## config.mk

```make
export PLATFORM = sky130hd
export DESIGN_NAME = rtc_ctrl
export DESIGN_NICKNAME = d
export VERILOG_FILES = /design/src/hw/rtc_ctrl_pkg.sv /design/src/hw/rtc_ctrl.sv
export SDC_FILE = /design/constraint.sdc
export NUM_CORES = 1
export LEC_CHECK = 0
export ABC_AREA = 1
export BUFFER_PORTS_ARGS = -buffer_cell sky130_fd_sc_hd__buf_2
export CORE_ASPECT_RATIO = 0.5
export CORE_MARGIN = 3
export CORE_UTILIZATION = 62
export DETAILED_ROUTE_END_ITERATION = 10
export HOLD_SLACK_MARGIN = 0.02
export PLACE_DENSITY = 0.77
export REMOVE_ABC_BUFFERS = 1
export SLEW_MARGIN = 10
export SYNTH_ARGS = -nofsm -noshare
export SYNTH_HDL_FRONTEND = slang
export SYNTH_SLANG_ARGS = --single-unit
```

## constraint.sdc

```tcl
create_clock -name clk -period 3.9 [get_ports clk]
set_clock_uncertainty 0.1 [all_clocks]
set_input_delay 0.39 -clock clk [delete_from_list [all_inputs] [get_ports clk]]
set_output_delay 0.39 -clock clk [all_outputs]
set_load 0.1 [all_outputs]
```

## src/hw/rtc_ctrl_pkg.sv

```systemverilog
// constants for the timekeeping, alarm and watchdog register section
// assumes a 250 MHz core clock and a 32.768 kHz crystal sampled as a pin
package rtc_ctrl_pkg;
    localparam logic [16:0] OFS_FLAGS = 17'h1fff0;
    localparam logic [16:0] OFS_ALM_HOURS = 17'h1fff4;
    localparam logic [16:0] OFS_ALM_DATE = 17'h1fff5;
    localparam logic [16:0] OFS_INT_CTRL = 17'h1fff6;
    localparam logic [16:0] OFS_WDOG = 17'h1fff7;
    localparam logic [16:0] OFS_OSC_CAL = 17'h1fff8;
    localparam logic [16:0] OFS_SECONDS = 17'h1fff9;
    localparam logic [16:0] OFS_MINUTES = 17'h1fffa;
    localparam logic [16:0] OFS_HOURS = 17'h1fffb;
    localparam int BIT_OSC_HALT = 7;
    localparam int BIT_CAL_SIGN = 5;
    localparam int BIT_KICK = 7;
    localparam int BIT_LOCK = 6;
    localparam int BIT_WIE = 7;
    localparam int BIT_AIE = 6;
    localparam int BIT_POWERFAIL_IRQ_ENABLE = 5;
    localparam int BIT_ABE = 4;
    localparam int BIT_POL = 3;
    localparam int BIT_PULSE = 2;
    localparam int BIT_MASK = 7;
    localparam int BIT_WDF = 7;
    localparam int BIT_AF = 6;
    localparam int BIT_PF = 5;
    localparam logic [7:0] MASK_SEC = 8'h7f;
    localparam logic [7:0] MASK_MIN = 8'h7f;
    localparam logic [7:0] MASK_HOUR = 8'h3f;
    localparam logic [7:0] MASK_ALM = 8'hbf;
    localparam logic [7:0] MASK_OSC = 8'hbf;
    localparam logic [7:0] MASK_INT = 8'hfc;
    localparam logic [7:0] SEC_LAST = 8'h59;
    localparam logic [7:0] MIN_LAST = 8'h59;
    localparam logic [7:0] HOUR_LAST = 8'h23;
    localparam logic [7:0] RST_REG8 = 8'h00;
    localparam logic [5:0] RST_WDT = 6'h00;
    localparam logic [2:0] RST_FLAGS = 3'h0;
    localparam int XTAL_HZ = 32768;
    localparam int WDOG_UNIT_US = 31250;
    localparam int WDOG_UNIT_EDGES = XTAL_HZ * WDOG_UNIT_US / 1000000;
    localparam int PULSE_MS = 200;
    localparam int CLK_PERIOD_NS = 4;
    localparam int PULSE_CYCLES = PULSE_MS * 1000000 / CLK_PERIOD_NS;
    typedef enum logic [2:0] {
        BUS_IDLE = 3'b001,
        BUS_READ = 3'b010,
        BUS_WRITE = 3'b100
    } bus_state_t;
endpackage

```

## src/hw/rtc_ctrl.sv

```systemverilog
// timekeeping, alarm, watchdog and interrupt registers behind the byte bus
// assumes all pins are asynchronous to clk; date comes from same-clock logic
// Overview of operation
// minutes and seconds count BCD 00 to 59
// hours count BCD 00 to 23
// halt bit stops the oscillator timebase
// power-up without backup clears halt bit
// calibration sign adds or subtracts magnitude
// strobe reloads watchdog, self-clears, reads zero
// lock bit protects time-out field, reads zero
// new time-out loads on next watchdog tick
// period is value times 31.25 ms; zero disables
// watchdog interrupt enable gates expiry onto output
// alarm interrupt enable gates match onto output
// alarm interrupt in backup only when enabled
// polarity bit: push-pull high or open-drain low
// date mask excludes date from alarm compare
// hours mask excludes hours from alarm compare
// alarm flag sets on match, clears on read
// watchdog flag sets on expiry, clears on read
// power-fail enable gates detection onto output
// pulse mode 200 ms, else level until read
// host writes zeros, strobes watchdog in time
`timescale 1ns/100ps
module rtc_ctrl
    import rtc_ctrl_pkg::*;
#(
    parameter int PULSE_CYC = PULSE_CYCLES
)
(
    input wire logic clk,
    input wire logic rst,
    input wire logic [16:0] addr,
    input wire logic [7:0] dq_wr_data,
    output logic [7:0] dq_rd_data,
    output logic dq_oe_n,
    input wire logic e_n,
    input wire logic w_n,
    input wire logic g_n,
    input wire logic xtal_clk,
    input wire logic vcc_low,
    input wire logic nobackup_powerup,
    input wire logic [7:0] date_bcd,
    output logic int_data,
    output logic int_oe_n
);

    logic [30:0] pin_meta_ff;
    logic [30:0] pin_sync_ff;
    logic [16:0] addr_s;
    logic [7:0] dq_s;
    logic e_s, w_s, g_s, xtal_s, vcc_s, nobk_s;
    bus_state_t state_ff, nxt_state;
    logic [16:0] wr_addr_ff, rd_addr_ff;
    logic [7:0] wr_data_ff, dq_o_ff, nxt_dq_o;
    logic bus_exit, wr_stb, rd_clr;
    logic xtal_prev_ff, nobk_prev_ff, vcc_prev_ff, xtal_rise, nobk_rise;
    logic [7:0] sec_ff, min_ff, hour_ff, alm_hour_ff, alm_date_ff, osc_cal_ff, int_ctrl_ff;
    logic [16:0] sub_ff, sec_len;
    logic sec_tick, osc_halt, alm_chk_ff;
    logic [9:0] wd_pre_ff;
    logic [5:0] wdt_val_ff, wd_cnt_ff;
    logic wdt_pend_ff, kick_pend_ff, wd_tick, wd_ev, al_ev, pf_ev, irq_ev;
    logic [2:0] flags_ff;
    logic int_act_ff;
    logic [31:0] pulse_cnt_ff;

    function automatic logic [7:0] bcd_inc(input logic [7:0] v, input logic [7:0] last);
        logic [7:0] r;
        r = 8'h00;
        if (v == last)
            r = 8'h00;
        else if (v[3:0] == 4'h9)
            r = {v[7:4] + 4'h1, 4'h0};
        else
            r = {v[7:4], v[3:0] + 4'h1};
        return r;
    endfunction

    // two-flop synchroniser for every pin except clk, rst and date_bcd
    always_ff @(posedge clk)
    begin
        if (rst)
        begin
            pin_meta_ff <= '0;
            pin_sync_ff <= '0;
        end
        else
        begin
            pin_meta_ff <= {addr, dq_wr_data, e_n, w_n, g_n, xtal_clk, vcc_low, nobackup_powerup};
            pin_sync_ff <= pin_meta_ff;
        end
    end
    assign {addr_s, dq_s, e_s, w_s, g_s, xtal_s, vcc_s, nobk_s} = pin_sync_ff;

    // bus cycle tracking
    always_comb
    begin
        nxt_state = state_ff;
        bus_exit = 1'b0;
        case (state_ff)
            BUS_IDLE:
            begin
                if (!e_s && !w_s)
                    nxt_state = BUS_WRITE;
                else if (!e_s && !g_s)
                    nxt_state = BUS_READ;
            end
            BUS_READ:
            begin
                bus_exit = e_s || g_s || !w_s;
                if (bus_exit)
                    nxt_state = BUS_IDLE;
            end
            BUS_WRITE:
            begin
                bus_exit = e_s || w_s;
                if (bus_exit)
                    nxt_state = BUS_IDLE;
            end
            default: nxt_state = BUS_IDLE;
        endcase
    end

    always_ff @(posedge clk)
    begin
        if (rst)
            state_ff <= BUS_IDLE;
        else
            state_ff <= nxt_state;
    end

    // last address and data seen while the write is still active
    always_ff @(posedge clk)
    begin
        if (rst)
        begin
            wr_addr_ff <= '0;
            wr_data_ff <= RST_REG8;
            rd_addr_ff <= '0;
        end
        else
        begin
            if (!e_s && !w_s)
            begin
                wr_addr_ff <= addr_s;
                wr_data_ff <= dq_s;
            end
            if (state_ff == BUS_READ && !bus_exit)
                rd_addr_ff <= addr_s;
        end
    end
    assign wr_stb = (state_ff == BUS_WRITE) && bus_exit;
    assign rd_clr = (state_ff == BUS_READ) && bus_exit && (rd_addr_ff == OFS_FLAGS);

    always_comb
    begin
        case (addr_s)
            OFS_FLAGS: nxt_dq_o = {flags_ff, 5'h00};
            OFS_ALM_HOURS: nxt_dq_o = alm_hour_ff;
            OFS_ALM_DATE: nxt_dq_o = alm_date_ff;
            OFS_INT_CTRL: nxt_dq_o = int_ctrl_ff;
            OFS_WDOG: nxt_dq_o = {2'b00, wdt_val_ff};
            OFS_OSC_CAL: nxt_dq_o = osc_cal_ff;
            OFS_SECONDS: nxt_dq_o = sec_ff;
            OFS_MINUTES: nxt_dq_o = min_ff;
            OFS_HOURS: nxt_dq_o = hour_ff;
            default: nxt_dq_o = 8'h00;
        endcase
    end

    always_ff @(posedge clk)
    begin
        if (rst)
            dq_o_ff <= RST_REG8;
        else
            dq_o_ff <= nxt_dq_o;
    end
    assign dq_rd_data = dq_o_ff;
    assign dq_oe_n = (state_ff != BUS_READ);

    // crystal edges and pin event detection
    always_ff @(posedge clk)
    begin
        if (rst)
        begin
            xtal_prev_ff <= 1'b0;
            nobk_prev_ff <= 1'b0;
            vcc_prev_ff <= 1'b0;
        end
        else
        begin
            xtal_prev_ff <= xtal_s;
            nobk_prev_ff <= nobk_s;
            vcc_prev_ff <= vcc_s;
        end
    end
    assign osc_halt = osc_cal_ff[BIT_OSC_HALT];
    assign xtal_rise = xtal_s && !xtal_prev_ff && !osc_halt;
    assign nobk_rise = nobk_s && !nobk_prev_ff;
    assign pf_ev = vcc_s && !vcc_prev_ff;

    // control registers
    always_ff @(posedge clk)
    begin
        if (rst)
        begin
            osc_cal_ff <= RST_REG8;
            int_ctrl_ff <= RST_REG8;
            alm_hour_ff <= RST_REG8;
            alm_date_ff <= RST_REG8;
        end
        else
        begin
            if (nobk_rise)
                osc_cal_ff <= osc_cal_ff & ~(8'h01 << BIT_OSC_HALT);
            else if (wr_stb && wr_addr_ff == OFS_OSC_CAL)
                osc_cal_ff <= wr_data_ff & MASK_OSC;
            if (wr_stb && wr_addr_ff == OFS_INT_CTRL)
                int_ctrl_ff <= wr_data_ff & MASK_INT;
            if (wr_stb && wr_addr_ff == OFS_ALM_HOURS)
                alm_hour_ff <= wr_data_ff & MASK_ALM;
            if (wr_stb && wr_addr_ff == OFS_ALM_DATE)
                alm_date_ff <= wr_data_ff & MASK_ALM;
        end
    end

    // calibrated second: first second of each minute is trimmed
    always_comb
    begin
        sec_len = 17'(XTAL_HZ);
        if (sec_ff == 8'h00)
        begin
            if (osc_cal_ff[BIT_CAL_SIGN])
                sec_len = 17'(XTAL_HZ) - {12'h000, osc_cal_ff[4:0]};
            else
                sec_len = 17'(XTAL_HZ) + {12'h000, osc_cal_ff[4:0]};
        end
    end
    assign sec_tick = xtal_rise && (sub_ff >= sec_len - 17'h00001);

    always_ff @(posedge clk)
    begin
        if (rst)
            sub_ff <= '0;
        else if (wr_stb && wr_addr_ff == OFS_SECONDS)
            sub_ff <= '0;
        else if (sec_tick)
            sub_ff <= '0;
        else if (xtal_rise)
            sub_ff <= sub_ff + 17'h00001;
    end

    // time counters; a host write wins over the tick
    always_ff @(posedge clk)
    begin
        if (rst)
        begin
            sec_ff <= RST_REG8;
            min_ff <= RST_REG8;
            hour_ff <= RST_REG8;
        end
        else
        begin
            if (wr_stb && wr_addr_ff == OFS_SECONDS)
                sec_ff <= wr_data_ff & MASK_SEC;
            else if (sec_tick)
                sec_ff <= bcd_inc(sec_ff, SEC_LAST);
            if (wr_stb && wr_addr_ff == OFS_MINUTES)
                min_ff <= wr_data_ff & MASK_MIN;
            else if (sec_tick && sec_ff == SEC_LAST)
                min_ff <= bcd_inc(min_ff, MIN_LAST);
            if (wr_stb && wr_addr_ff == OFS_HOURS)
                hour_ff <= wr_data_ff & MASK_HOUR;
            else if (sec_tick && sec_ff == SEC_LAST && min_ff == MIN_LAST)
                hour_ff <= bcd_inc(hour_ff, HOUR_LAST);
        end
    end

    // alarm compare once the time has reached hh:00:00
    always_ff @(posedge clk)
    begin
        if (rst)
            alm_chk_ff <= 1'b0;
        else
            alm_chk_ff <= sec_tick;
    end
    assign al_ev = alm_chk_ff && sec_ff == 8'h00 && min_ff == 8'h00
        && (alm_hour_ff[BIT_MASK] || alm_hour_ff[5:0] == hour_ff[5:0])
        && (alm_date_ff[BIT_MASK] || alm_date_ff[5:0] == date_bcd[5:0]);

    // watchdog: 1024 crystal edges per unit
    assign wd_tick = xtal_rise && (wd_pre_ff == 10'(WDOG_UNIT_EDGES - 1));
    assign wd_ev = wd_tick && !kick_pend_ff && !wdt_pend_ff && wdt_val_ff != 6'h00
        && wd_cnt_ff == 6'h01;

    always_ff @(posedge clk)
    begin
        if (rst)
            wd_pre_ff <= '0;
        else if (wd_tick)
            wd_pre_ff <= '0;
        else if (xtal_rise)
            wd_pre_ff <= wd_pre_ff + 10'h001;
    end

    always_ff @(posedge clk)
    begin
        if (rst)
        begin
            wdt_val_ff <= RST_WDT;
            wdt_pend_ff <= 1'b0;
            kick_pend_ff <= 1'b0;
            wd_cnt_ff <= RST_WDT;
        end
        else
        begin
            if (wr_stb && wr_addr_ff == OFS_WDOG && !wr_data_ff[BIT_LOCK])
            begin
                wdt_val_ff <= wr_data_ff[5:0];
                wdt_pend_ff <= 1'b1;
            end
            else if (wd_tick)
                wdt_pend_ff <= 1'b0;
            if (wr_stb && wr_addr_ff == OFS_WDOG && wr_data_ff[BIT_KICK])
                kick_pend_ff <= 1'b1;
            else if (wd_tick)
                kick_pend_ff <= 1'b0;
            if (wd_tick)
            begin
                if (kick_pend_ff || wdt_pend_ff || wd_ev)
                    wd_cnt_ff <= wdt_val_ff;
                else if (wdt_val_ff != 6'h00 && wd_cnt_ff != 6'h00)
                    wd_cnt_ff <= wd_cnt_ff - 6'h01;
            end
        end
    end

    // event flags: a set in the clearing cycle wins
    always_ff @(posedge clk)
    begin
        if (rst)
            flags_ff <= RST_FLAGS;
        else
        begin
            flags_ff[BIT_WDF - 5] <= wd_ev || (flags_ff[BIT_WDF - 5] && !rd_clr);
            flags_ff[BIT_AF - 5] <= al_ev || (flags_ff[BIT_AF - 5] && !rd_clr);
            flags_ff[BIT_PF - 5] <= pf_ev || (flags_ff[BIT_PF - 5] && !rd_clr);
        end
    end

    assign irq_ev = (wd_ev && int_ctrl_ff[BIT_WIE])
        || (al_ev && int_ctrl_ff[BIT_AIE] && (int_ctrl_ff[BIT_ABE] || !vcc_s))
        || (pf_ev && int_ctrl_ff[BIT_POWERFAIL_IRQ_ENABLE]);

    // interrupt output: fixed pulse or level held until flags read
    always_ff @(posedge clk)
    begin
        if (rst)
        begin
            int_act_ff <= 1'b0;
            pulse_cnt_ff <= '0;
        end
        else if (irq_ev)
        begin
            int_act_ff <= 1'b1;
            pulse_cnt_ff <= '0;
        end
        else if (int_act_ff && int_ctrl_ff[BIT_PULSE])
        begin
            pulse_cnt_ff <= pulse_cnt_ff + 32'h00000001;
            if (pulse_cnt_ff >= 32'(PULSE_CYC - 1))
                int_act_ff <= 1'b0;
        end
        else if (rd_clr)
            int_act_ff <= 1'b0;
    end
    assign int_data = int_ctrl_ff[BIT_POL] && int_act_ff;
    assign int_oe_n = !int_ctrl_ff[BIT_POL] && !int_act_ff;

    a_sec_bcd_range: assert property (@(posedge clk) disable iff (rst)
        (sec_ff[3:0] <= 4'h9 && sec_ff <= SEC_LAST && min_ff <= MIN_LAST))
        else $error("seconds or minutes out of bcd range");
    a_hour_range: assert property (@(posedge clk) disable iff (rst)
        (hour_ff[3:0] <= 4'h9 && hour_ff <= HOUR_LAST))
        else $error("hours out of range");
    a_halt_freezes: assert property (@(posedge clk) disable iff (rst)
        (osc_halt && !wr_stb) |=> $stable(sub_ff))
        else $error("timebase moved while halted");
    a_nobk_runs: assert property (@(posedge clk) disable iff (rst)
        nobk_rise |=> !osc_cal_ff[BIT_OSC_HALT])
        else $error("halt bit not cleared at power-up");
    a_kick_reload: assert property (@(posedge clk) disable iff (rst)
        (wd_tick && kick_pend_ff && !wr_stb) |=> (wd_cnt_ff == wdt_val_ff && !kick_pend_ff))
        else $error("strobe did not reload watchdog");
    a_wdog_reads_zero: assert property (@(posedge clk) disable iff (rst)
        ($past(addr_s) == OFS_WDOG) |-> (dq_o_ff[7:6] == 2'b00))
        else $error("strobe or lock bit read back non-zero");
    a_lock_keeps: assert property (@(posedge clk) disable iff (rst)
        (wr_stb && wr_addr_ff == OFS_WDOG && wr_data_ff[BIT_LOCK]) |=> $stable(wdt_val_ff))
        else $error("locked time-out was written");
    a_new_value_load: assert property (@(posedge clk) disable iff (rst)
        (wd_tick && wdt_pend_ff && !wr_stb) |=> (wd_cnt_ff == $past(wdt_val_ff)))
        else $error("new time-out not loaded on tick");
    a_zero_disables: assert property (@(posedge clk) disable iff (rst)
        (wdt_val_ff == 6'h00) |-> !wd_ev)
        else $error("disabled watchdog expired");
    a_wdog_irq: assert property (@(posedge clk) disable iff (rst)
        (wd_ev && int_ctrl_ff[BIT_WIE]) |=> (int_act_ff && flags_ff[BIT_WDF - 5]))
        else $error("watchdog expiry did not interrupt");
    a_alarm_flag: assert property (@(posedge clk) disable iff (rst)
        al_ev |=> flags_ff[BIT_AF - 5])
        else $error("alarm match did not set flag");
    a_flag_read_clear: assert property (@(posedge clk) disable iff (rst)
        (rd_clr && !wd_ev && !al_ev && !pf_ev) |=> (flags_ff == 3'h0))
        else $error("flags not cleared by read");
    a_open_drain: assert property (@(posedge clk) disable iff (rst)
        !int_ctrl_ff[BIT_POL] |-> (int_data == 1'b0 && int_oe_n == !int_act_ff))
        else $error("open-drain output misdriven");
    a_level_holds: assert property (@(posedge clk) disable iff (rst)
        (int_act_ff && !int_ctrl_ff[BIT_PULSE] && !rd_clr) |=> int_act_ff)
        else $error("level interrupt dropped before read");

endmodule // rtc_ctrl

```

== Word-level counts from Yosys, hierarchy flattened ==
Index checks and enable logic that the tools add are counted.
W data, S select, Z words.
Storage, ports and cells
  register bits after elaboration: 247
  input port bits: 41
  output and inout port bits: 11
  word-level logic and storage cells: 221
Cells by class
  $add $sub $neg: 13
  order comparisons: 2
  eq/ne operators: 36
  muxes and demuxes: 30
  bitwise gates (word level): 1
  reduce and logical (&&, ||, !) cells: 105
Operator list (count)
  $eq A17 B17 Y1 const B: 18
  $pmux W8 S9: 1
  $mux W8: 6
  $logic_and A1 B1 Y1: 43
  $mux W17: 2
  $add A32 B1 Y32 const B: 1
  $ge A32 B26 Y1 const B: 1
  $mux W7: 4
  $add A4 B1 Y4 const B: 6
  $mux W6: 4
  $reduce_and A2 Y1: 9
  $reduce_bool A2 Y1: 9
  $add A16 B5 Y17 const A: 1
  $add A17 B1 Y17 const B: 1
  $ge A17 B17 Y1: 1
  $sub A16 B5 Y17 const A: 1
  $sub A17 B1 Y17 const B: 1
  $eq A8 B7 Y1 const B: 2
  $logic_not A8 Y1: 2
  $logic_not A1 Y1: 15
  $logic_or A1 B1 Y1: 13
  $eq A4 B4 Y1 const B: 3
  $eq A6 B6 Y1: 2
  $mux W3: 4
  20 further kinds: 37

== Logic depth before layout (Yosys ltp) ==
Gate-level depths: netlist of the first run.
  depth in word-level cells: 13
  depth in mapped cells: 27

== Worst setup path after synthesis of the first run ==
No wires, ideal clock.
  path type: register to register
  start: reg osc_cal_ff[0]
  end: reg min_ff[4]
  arrival: 3128 ps
  required time: 3685 ps
  slack: 557 ps
  cell stages (with the launch flop): 25
  buffers on the path: 0
  period minus slack after synthesis: 3343 ps
  cell sequence: dfxtp_1 inv_1 ha_1 inv_1 nor3_1 ha_1 nor2_1 a21oi_1 and2_1 nor3_2 inv_1 o21ai_2 inv_1 ha_1 nand2_1 nor2_1 inv_1 nor3_1 nand2_1 nand3_1 nand2_2 nor2_2 nand2_1 a21oi_1 nor2_1
On the way
  cells in the longest elaborated chain, start to end: 9
RTL lines
  start, declared: RTL line rtc_ctrl.sv:58  | logic [7:0] sec_ff, min_ff, hour_ff, alm_hour_ff, alm_date_ff, osc_cal_ff, int_ctrl_ff;
  start signal, assigned: RTL line rtc_ctrl.sv:216  | osc_cal_ff <= osc_cal_ff & ~(8'h01 << BIT_OSC_HALT);
  start signal, assigned: RTL line rtc_ctrl.sv:218  | osc_cal_ff <= wr_data_ff & MASK_OSC;
  $add A16 B5 Y17 or $sub A16 B5 Y17 (tied branches): RTL line rtc_ctrl.sv:237, rtc_ctrl.sv:235
  $mux W17 *: RTL line rtc_ctrl.sv:234  | if (osc_cal_ff[BIT_CAL_SIGN])
  $mux W17 *: RTL line rtc_ctrl.sv:232  | if (sec_ff == 8'h00)
  $sub A17 B1 Y17 *: RTL line rtc_ctrl.sv:240  | assign sec_tick = xtal_rise && (sub_ff >= sec_len - 17'h00001);
  $ge A17 B17 Y1 *: RTL line rtc_ctrl.sv:240
  $logic_and A1 B1 Y1 *: RTL line rtc_ctrl.sv:240
  $logic_and A1 B1 Y1 *: RTL line rtc_ctrl.sv:271  | else if (sec_tick && sec_ff == SEC_LAST)
  $reduce_bool A2 Y1 (no source line) *
  $reduce_and A2 Y1 (no source line) *
  end signal, assigned: RTL line rtc_ctrl.sv:270  | min_ff <= wr_data_ff & MASK_MIN;
  end signal, assigned: RTL line rtc_ctrl.sv:272  | min_ff <= bcd_inc(min_ff, MIN_LAST);
  end, declared: RTL line rtc_ctrl.sv:58
Every way passes the cells marked *; elsewhere a longest branch is shown, timed or not.
A chain may end at the register's enable or synchronous reset.

== Worst setup path in the final report of the first run ==
  start: reg osc_cal_ff[0]
  end: reg sub_ff[2]
On the way
  cells in the longest elaborated chain, start to end: 7
RTL lines
  $add A16 B5 Y17 or $sub A16 B5 Y17 (tied branches): RTL line rtc_ctrl.sv:237, rtc_ctrl.sv:235
  $mux W17 *: RTL line rtc_ctrl.sv:234
  $mux W17 *: RTL line rtc_ctrl.sv:232
  $sub A17 B1 Y17 *: RTL line rtc_ctrl.sv:240
  $ge A17 B17 Y1 *: RTL line rtc_ctrl.sv:240
  $logic_and A1 B1 Y1 *: RTL line rtc_ctrl.sv:240
  $reduce_or A3 Y1 (no source line) *
  end signal, assigned: RTL line rtc_ctrl.sv:251  | sub_ff <= sub_ff + 17'h00001;
  end, declared: RTL line rtc_ctrl.sv:59  | logic [16:0] sub_ff, sec_len;
Marks and branches as above.

==> results of run 1 <==
[how the worst max path moves through the flow]
stage                      to     startpoint  slack [ns]  cells past startpoint
floorplan           min_ff[4]  osc_cal_ff[0]        0.54                     25
global placement    min_ff[4]  osc_cal_ff[0]        0.18                     24
detailed placement  min_ff[5]  osc_cal_ff[1]       0.007                     24
CTS                 min_ff[5]  osc_cal_ff[1]      0.0007                     24
global route        sub_ff[2]      sec_ff[4]       -0.07                     26
finish              sub_ff[2]  osc_cal_ff[0]        0.23                     25
[sequential cells by signal (all words and copies together), names as in the netlist, 10 cells and up]
register / flops
rd_addr_ff: 17
wr_addr_ff: 17
sub_ff: 17
pulse_cnt_ff: 32
pin_meta_ff: 31
wd_pre_ff: 10
pin_sync_ff: 31
[synthesized netlist by cell type (3+ instances only)]
cell type  instances
a211oi_1           3
a21oi_1           95
a31oi_1            6
and3_1             4
buf_2             10
buf_4              4
clkbuf_1          30
dfxtp_1          247
ha_1              33
inv_1            234
inv_2              7
nand2_1          235
nand2_2           13
nand3_1           82
nand3_2            6
nand4_1           43
nor2_1           279
nor2_2            12
nor2_4             5
nor3_1            39
nor3_2             8
nor3_4             3
nor3b_1            5
nor4_1             8
o211ai_1           4
o21ai_0          111
o21ai_1            5
or2_2              5
xnor2_1           13
xor2_1            53
[metal layers]
metal / vias to the layer above / wire, um / track usage, %
met5: - / 0 / 0
met4: 0 / 881 / 9.704
met3: 75 / 1935 / 4.470
met2: 329 / 12890 / 46.59
met1: 4856 / 12820 / 35.09
li1: 5350 / - / -
[per-stage QoR]
step | area (um^2) | power (uW) | setup TNS, ns | hold slack [ns]
after floorplan | 11540 | 2762 | 0 | 0.2883
after global placement | 12270 | 2836 | 0 | 0.2886
after detailed placement | 12270 | 2844 | 0 | 0.2922
after CTS | 13290 | 5028 | 0 | 0.2877
after global routing | 13460 | 5162 | -0.3079 | 0.3128
final | 13460 | 4992 | 0 | 0.2993
[critical path: cells and delay by family, from the launching register on]
family                   cells  cell delay (ns)
buffers and inverters        6             0.56
adder cells (fa/ha/maj)      3             0.74
AO/OA/AOI/OAI                1             0.05
flip-flops                   1             0.33
AND/OR/NAND/NOR             14             1.71
XOR/XNOR                     1             0.11
[layout make-up]
| type | instances | area [um^2] | area share, % |
|---|---|---|---|
| clock inverters | 4 | 47.55 | 0.3533 |
| multi-input cells | 1089 | 5789 | 43.02 |
| well taps | 252 | 315.3 | 2.343 |
| inverters | 244 | 917.1 | 6.815 |
| repair buffers | 108 | 778.2 | 5.783 |
| clock buffers | 33 | 663.1 | 4.927 |
| flip-flops and latches | 247 | 4947 | 36.76 |
[power by group through the flow]
stage | Sequential [uW] | Clock (uW) | Combinational, uW
6_report | 2620 | 2170 | 205
4_1_cts | 2610 | 2220 | 198
2_1_floorplan | 2650 | 0 | 107
3_3_place_gp | 2670 | 0 | 167
3_5_place_dp | 2670 | 0 | 173
5_1_grt | 2620 | 2310 | 231
[what timing repair did]
item                       in CTS  in global routing
hold endpoints to repair       31                  0
setup buffers                   0                  5
resized for setup               0                 29
hold buffers                   31                  0
setup endpoints to repair       0                 41
[logic make-up after synthesis]
logic type	count (synthesis)	share of synthesized area, %
buffers and inverters	293	9.684
flip-flops	247	42.06
AO/OA/AOI/OAI	233	10.44
AND/OR/NAND/NOR	754	29.28
XOR/XNOR	66	4.917
multiplexers	1	0.08514
other	1	0.03189
adder cells (fa/ha/maj)	33	3.512
==> results by group, run 1 <==
Outcome
  – Status: finished, final reports clean

Yosys
  – Post-synth top area cell: dfxtp_1
  – Post-synth EDFFs: 0
  – YS warnings: 0
  – Mapped Avg Cell Area: 7.222 um^2
  – Cells after Synth: 1628
  – Top cell type's share of synthesized area: 42.06%
  – Synth Flop Type: dfxtp_1
  – Netlist cell types: 50
  – Post-synth ARST share: 0%
  – Synth area leaders: dfxtp_1 42%, nor2_1 8.9%, nand2_1 7.5%
  – Post-Syn Area: 11760 um^2
  – Sequential fraction of the synthesis area: 42.06%
  – #FFs+latches synth: 247

Worst setup path
  – Crit path max fanout: 9
  – R2R cell count: 25
  – Crit Reg-Reg Endpoint: sub_ff[2]
  – Worst endpoint required time: 4.24 ns
  – Kind of critical path: reg -> reg
  – CP arrival: 4.01 ns
  – Worst path slowest cell: dfxtp_2
  – Crit. End Element: flip-flop
  – RR Startpoint: osc_cal_ff[0]
  – Reg2Reg Setup Slack: 0.23 ns
  – CP max stage delay: 0.33 ns
  – Startpoint Class: flip-flop

Clock tree
  – Clock sink count: 247
  – CTS tree: done
  – Clock buffer count from CTS: 22
  – Clock Root Buffer: clkbuf_16
  – Clock buffer depth: 3
  – Clock Pin Slew Worst Setup and Hold Paths: 0.07 ns
  – H-tree Lvls: 1
  – Worst skew pair latency: 0.52 ns

Route
  – Wire per inst: 14.43 um
  – Drt pass-1 iters: 6
  – Total wire length: 28.53 mm
  – Antenna-violating nets left: 0
  – DRC viols: 0
  – Starting DRT DRC Count: 1042
  – DR vias/cell: 5.367
  – Total number of vias: 10610

Power and ir drop
  – Peak VDD IR: 0.4073 mV
  – Leakage power: 0.005851 uW
  – Reg power frac: 52.4%
  – Gate power share: 4.1%
  – Sw Ratio: 22.04%
  – Cell Pwr Density: 370.9 nW/um^2
  – Int Power: 3892 uW
  – Clock share of power: 43.5%
  – NetSw: 1100 uW

Floorplan
  – Die Y: 103.4 um
  – Starting Density: 65.49%
  – Die X: 200.8 um
  – # IOs: 52
  – Core area: 17950 um^2
  – FP Rows: 34
  – Die area: 20750 um^2

GRT
  – GRT overflow: 0
  – GRT Total Usage: 26.99%
  – First-pass GRT wire length: 46.42 mm
  – Antenna violations before repair: 0
  – Vias in the first global route: 9804
  – Largest net degree at the start of global routing: 92

Placement
  – Port buffer count: 49
  – DP HPWL: 19.50 mm
  – Pre-CTS WS: 0.007047 ns
  – Final Wtd Congestion: 0.9640
  – Placed instance count: 1903

Layout
  – Share of layout cells above drive strength 1: 11.42%
  – P&R area growth vs syn: 14.46%
  – Non-filler instance count after layout: 1977
  – Number of nets in the layout: 1786
  – Layout fillers: 1408
  – Most frequent cells in the layout: 275 x nor2_1, 245 x dfxtp_1, 232 x nand2_1
  – Final core occ: 74.97%
  – N_diodes: 0
  – Most common cell after layout, fill and taps aside: nor2_1

Worst hold path
  – WHS Path Cells: 4
  – Worst min path class: in -> reg
  – Hold Startpoint: rst
  – Hold EP: rd_addr_ff[7]

STA
  – Minimum clock period: 3.673 ns
  – Slew @ Worst Pin: 0.9496 ns
  – Slew HR: 36.69%
  – FMAX: 272.3 MHz
  – Setup violators final: 0
  – Final setup margin: 0.2269 ns
  – Final count of pins violating max slew: 0
  – Final cycle utilization of the critical path: 94.18%
  – Fin. Hold Viols: 0

Run
  – Number of max-cap violations: 0
No activity file was read; power rests on OpenSTA's default activity.
==> inputs of run 2 (changes only) <==
--- a/config.mk
+++ b/config.mk
@@ -13,7 +13,6 @@
 export DETAILED_ROUTE_END_ITERATION = 10
 export HOLD_SLACK_MARGIN = 0.02
 export PLACE_DENSITY = 0.77
-export REMOVE_ABC_BUFFERS = 1
 export SLEW_MARGIN = 10
 export SYNTH_ARGS = -nofsm -noshare
 export SYNTH_HDL_FRONTEND = slang
==> results by group, run 2 (synthesis results as in run 1) <==
Outcome
  – Status: finished, final reports clean

Yosys
  – Syn_nets: 1702

Clock tree
  – H-tree Lvls: 1 (unchanged)
  – Clock buffer depth: 3 (unchanged)
  – CTS tree: done
  – Worst skew pair latency: 0.52 ns (about the same)
  – Clock sink count: 247 (unchanged)
  – Clock Pin Slew Worst Setup and Hold Paths: 0.07 ns (about the same)
  – Clock buffer count from CTS: 22 (unchanged)
  – Clock Root Buffer: clkbuf_16

Worst setup path
  – Crit. End Element: flip-flop
  – Startpoint Class: flip-flop
  – Worst endpoint required time: 4.23 ns (about the same)
  – Worst path slowest cell: dfxtp_2
  – Crit path max fanout: 5 (-4)
  – Delay-heaviest family, CP: simple AND/OR/NAND/NOR gates
  – CP cell instances: inv_2 -> ha_2 -> inv_2 -> nor3_2 -> ha_1 -> nor2_1 -> a21oi_1 -> and2_4 -> nor3_4 -> buf_6 -> xnor2_1 -> ha_1 -> nand2_1 -> nor2_2 -> nand3_2 -> nor2_1 -> nor2_1 -> nand3_4 -> nand2_4 -> inv_2 -> nor2_4 -> buf_12 -> nand2_1 -> a31oi_1
  – CP max stage delay: 0.34 ns (about the same)
  – CP arrival: 4.12 ns (+0.11 ns)
  – CP bufs+invs: 5 (-1)
  – Kind of critical path: reg -> reg

Route
  – Drt pass-1 iters: 5 (-1)
  – Starting DRT DRC Count: 738 (-29%)
  – Total number of vias: 10560 (-0.48%)
  – Antenna-violating nets left: 0 (unchanged)
  – DR vias/cell: 5.368 (about the same)
  – Total wire length: 29.16 mm (+2.2%)
  – Wire per inst: 14.83 um (+2.7%)
  – DRC viols: 0 (unchanged)

Power and ir drop
  – Leakage power: 0.005842 uW (-0.15%)
  – Cell Pwr Density: 375.9 nW/um^2 (+1.4%)
  – Peak VDD IR: 0.4406 mV (+8.2%)
  – Overall Power: 5079 uW (+1.8%)

Placement
  – DP HPWL: 19.68 mm (+0.96%)
  – Dpl cell area: 12170 um^2 (-0.80%)
  – Port buffer count: 49 (unchanged)
  – Placed instance count: 1890 (-0.68%)
  – Final Wtd Congestion: 0.9562 (-0.81%)

Layout
  – Biggest regs: pulse_cnt_ff (32), pin_meta_ff (31), pin_sync_ff (31)
  – Most frequent cells in the layout: 268 x nor2_1, 245 x dfxtp_1, 229 x nand2_1
  – Share of layout cells above drive strength 1: 12.24% (+0.82 points)
  – P&R area growth vs syn: 14.91%
  – Number of nets in the layout: 1775 (-0.62%)
  – Most common cell after layout, fill and taps aside: nor2_1
  – Number of flip-flops in the largest register: 32 (unchanged)
  – Non-filler instance count after layout: 1967 (-0.51%)
  – N_diodes: 0 (unchanged)
  – Post-Layout Inst Area: 13510 um^2 (+0.39%)
  – Largest reg by FF count: pulse_cnt_ff

Floorplan
  – FP Rows: 34 (unchanged)
  – Die X: 200.8 um (unchanged)
  – # IOs: 52 (unchanged)
  – Die Y: 103.4 um (unchanged)
  – Starting Density: 65.49% (unchanged)
  – Core area: 17950 um^2 (unchanged)
  – Die area: 20750 um^2 (unchanged)

STA
  – Slew @ Worst Pin: 0.9333 ns (-0.01630 ns)
  – Final cycle utilization of the critical path: 97.18% (+3.0 points)
  – Slew HR: 37.78% (+1.1 points)
  – Minimum clock period: 3.790 ns (+0.1169 ns)
  – Setup violators final: 0 (unchanged)
  – Fin Hold WS: 0.3038 ns (+0.004558 ns)
  – FMAX: 263.9 MHz (-3.1%)
  – Final count of pins violating max slew: 0 (unchanged)
  – Fin. Hold Viols: 0 (unchanged)

GRT
  – Antenna violations before repair: 0 (unchanged)
  – Largest net degree at the start of global routing: 92 (unchanged)
  – Vias in the first global route: 9775 (-0.30%)
  – GRT Total Usage: 27.65% (+0.66 points)
  – GRT overflow: 0 (unchanged)
  – First-pass GRT wire length: 47.20 mm (+1.7%)

Worst hold path
  – Worst min path class: reg -> reg

Run
  – Number of max-cap violations: 0 (unchanged)
run 2: final timing paths:
path,startpoint,endpoint,slack (ns),cells after the start
hold reg to reg,pin_meta_ff[7],pin_sync_ff[7],0.30,2
hold / removal,pin_meta_ff[7],pin_sync_ff[7],0.30,2
setup reg to reg,osc_cal_ff[0],sec_ff[1],0.11,24
setup / recovery,osc_cal_ff[0],sec_ff[1],0.11,24
run 2: power breakdown:
part | switching, uW | internal, uW | total [uW]
Sequential | 43.1 | 2580 | 2620
Combinational | 132 | 78.3 | 210
Clock | 946 | 1300 | 2250
Total | 1120 | 3960 | 5080
run 2: per-stage QoR:
stage | setup slack (ns) | util, % | TNS (ns)
floorplan | 0.5569 | - | 0
global placement | 0.1073 | 67.80 | 0
detailed placement | -0.01865 | 67.80 | -0.04596
CTS | 0.002018 | 73.73 | 0
global route | -0.08205 | 75.26 | -0.6834
finish | 0.1100 | 75.26 | 0
run 2: layer usage:
metal,track usage (%),share of wire (%),vias to the layer above
met5,0,0,-
met4,7.709,2.6,0
met3,5.033,7.0,62
met2,47.43,45,295
met1,36.72,45,4864
li1,-,-,5338
run 2: final cells by class:
type	instances	area, um^2
Timing Repair Buffer	97	711.9
Multi-Input combinational cell	1089	5874
Clock inverter	7	88.84
Tap cell	252	315.3
Inverter	244	917.1
Sequential cell	247	4947
Clock buffer	31	655.6
Fill cell	1352	4442
run 2: what timing repair did:
action | CTS | global route
buffers inserted | 1 | 6
gates cloned | 0 | 1
endpoints found under the hold margin | 31 | 0
endpoints found under the setup margin | 8 | 41
hold buffers | 31 | 0
pin swaps | 1 | 17
resized for setup | 1 | 54
run 2: worst register-to-register path, stage by stage (launching register included):
cell and delay [ns]:
dfxtp_2 0.34, inv_2 0.08, ha_2 0.19, inv_2 0.05, nor3_2 0.10, ha_1 0.25, nor2_1 0.11, a21oi_1 0.07
and2_4 0.19, nor3_4 0.22, buf_6 0.13, xnor2_1 0.06, ha_1 0.34, nand2_1 0.11, nor2_2 0.07, nand3_2 0.08
nor2_1 0.05, nor2_1 0.18, nand3_4 0.14, nand2_4 0.14, inv_2 0.07, nor2_4 0.24, buf_12 0.17, nand2_1 0.05
a31oi_1 0.17
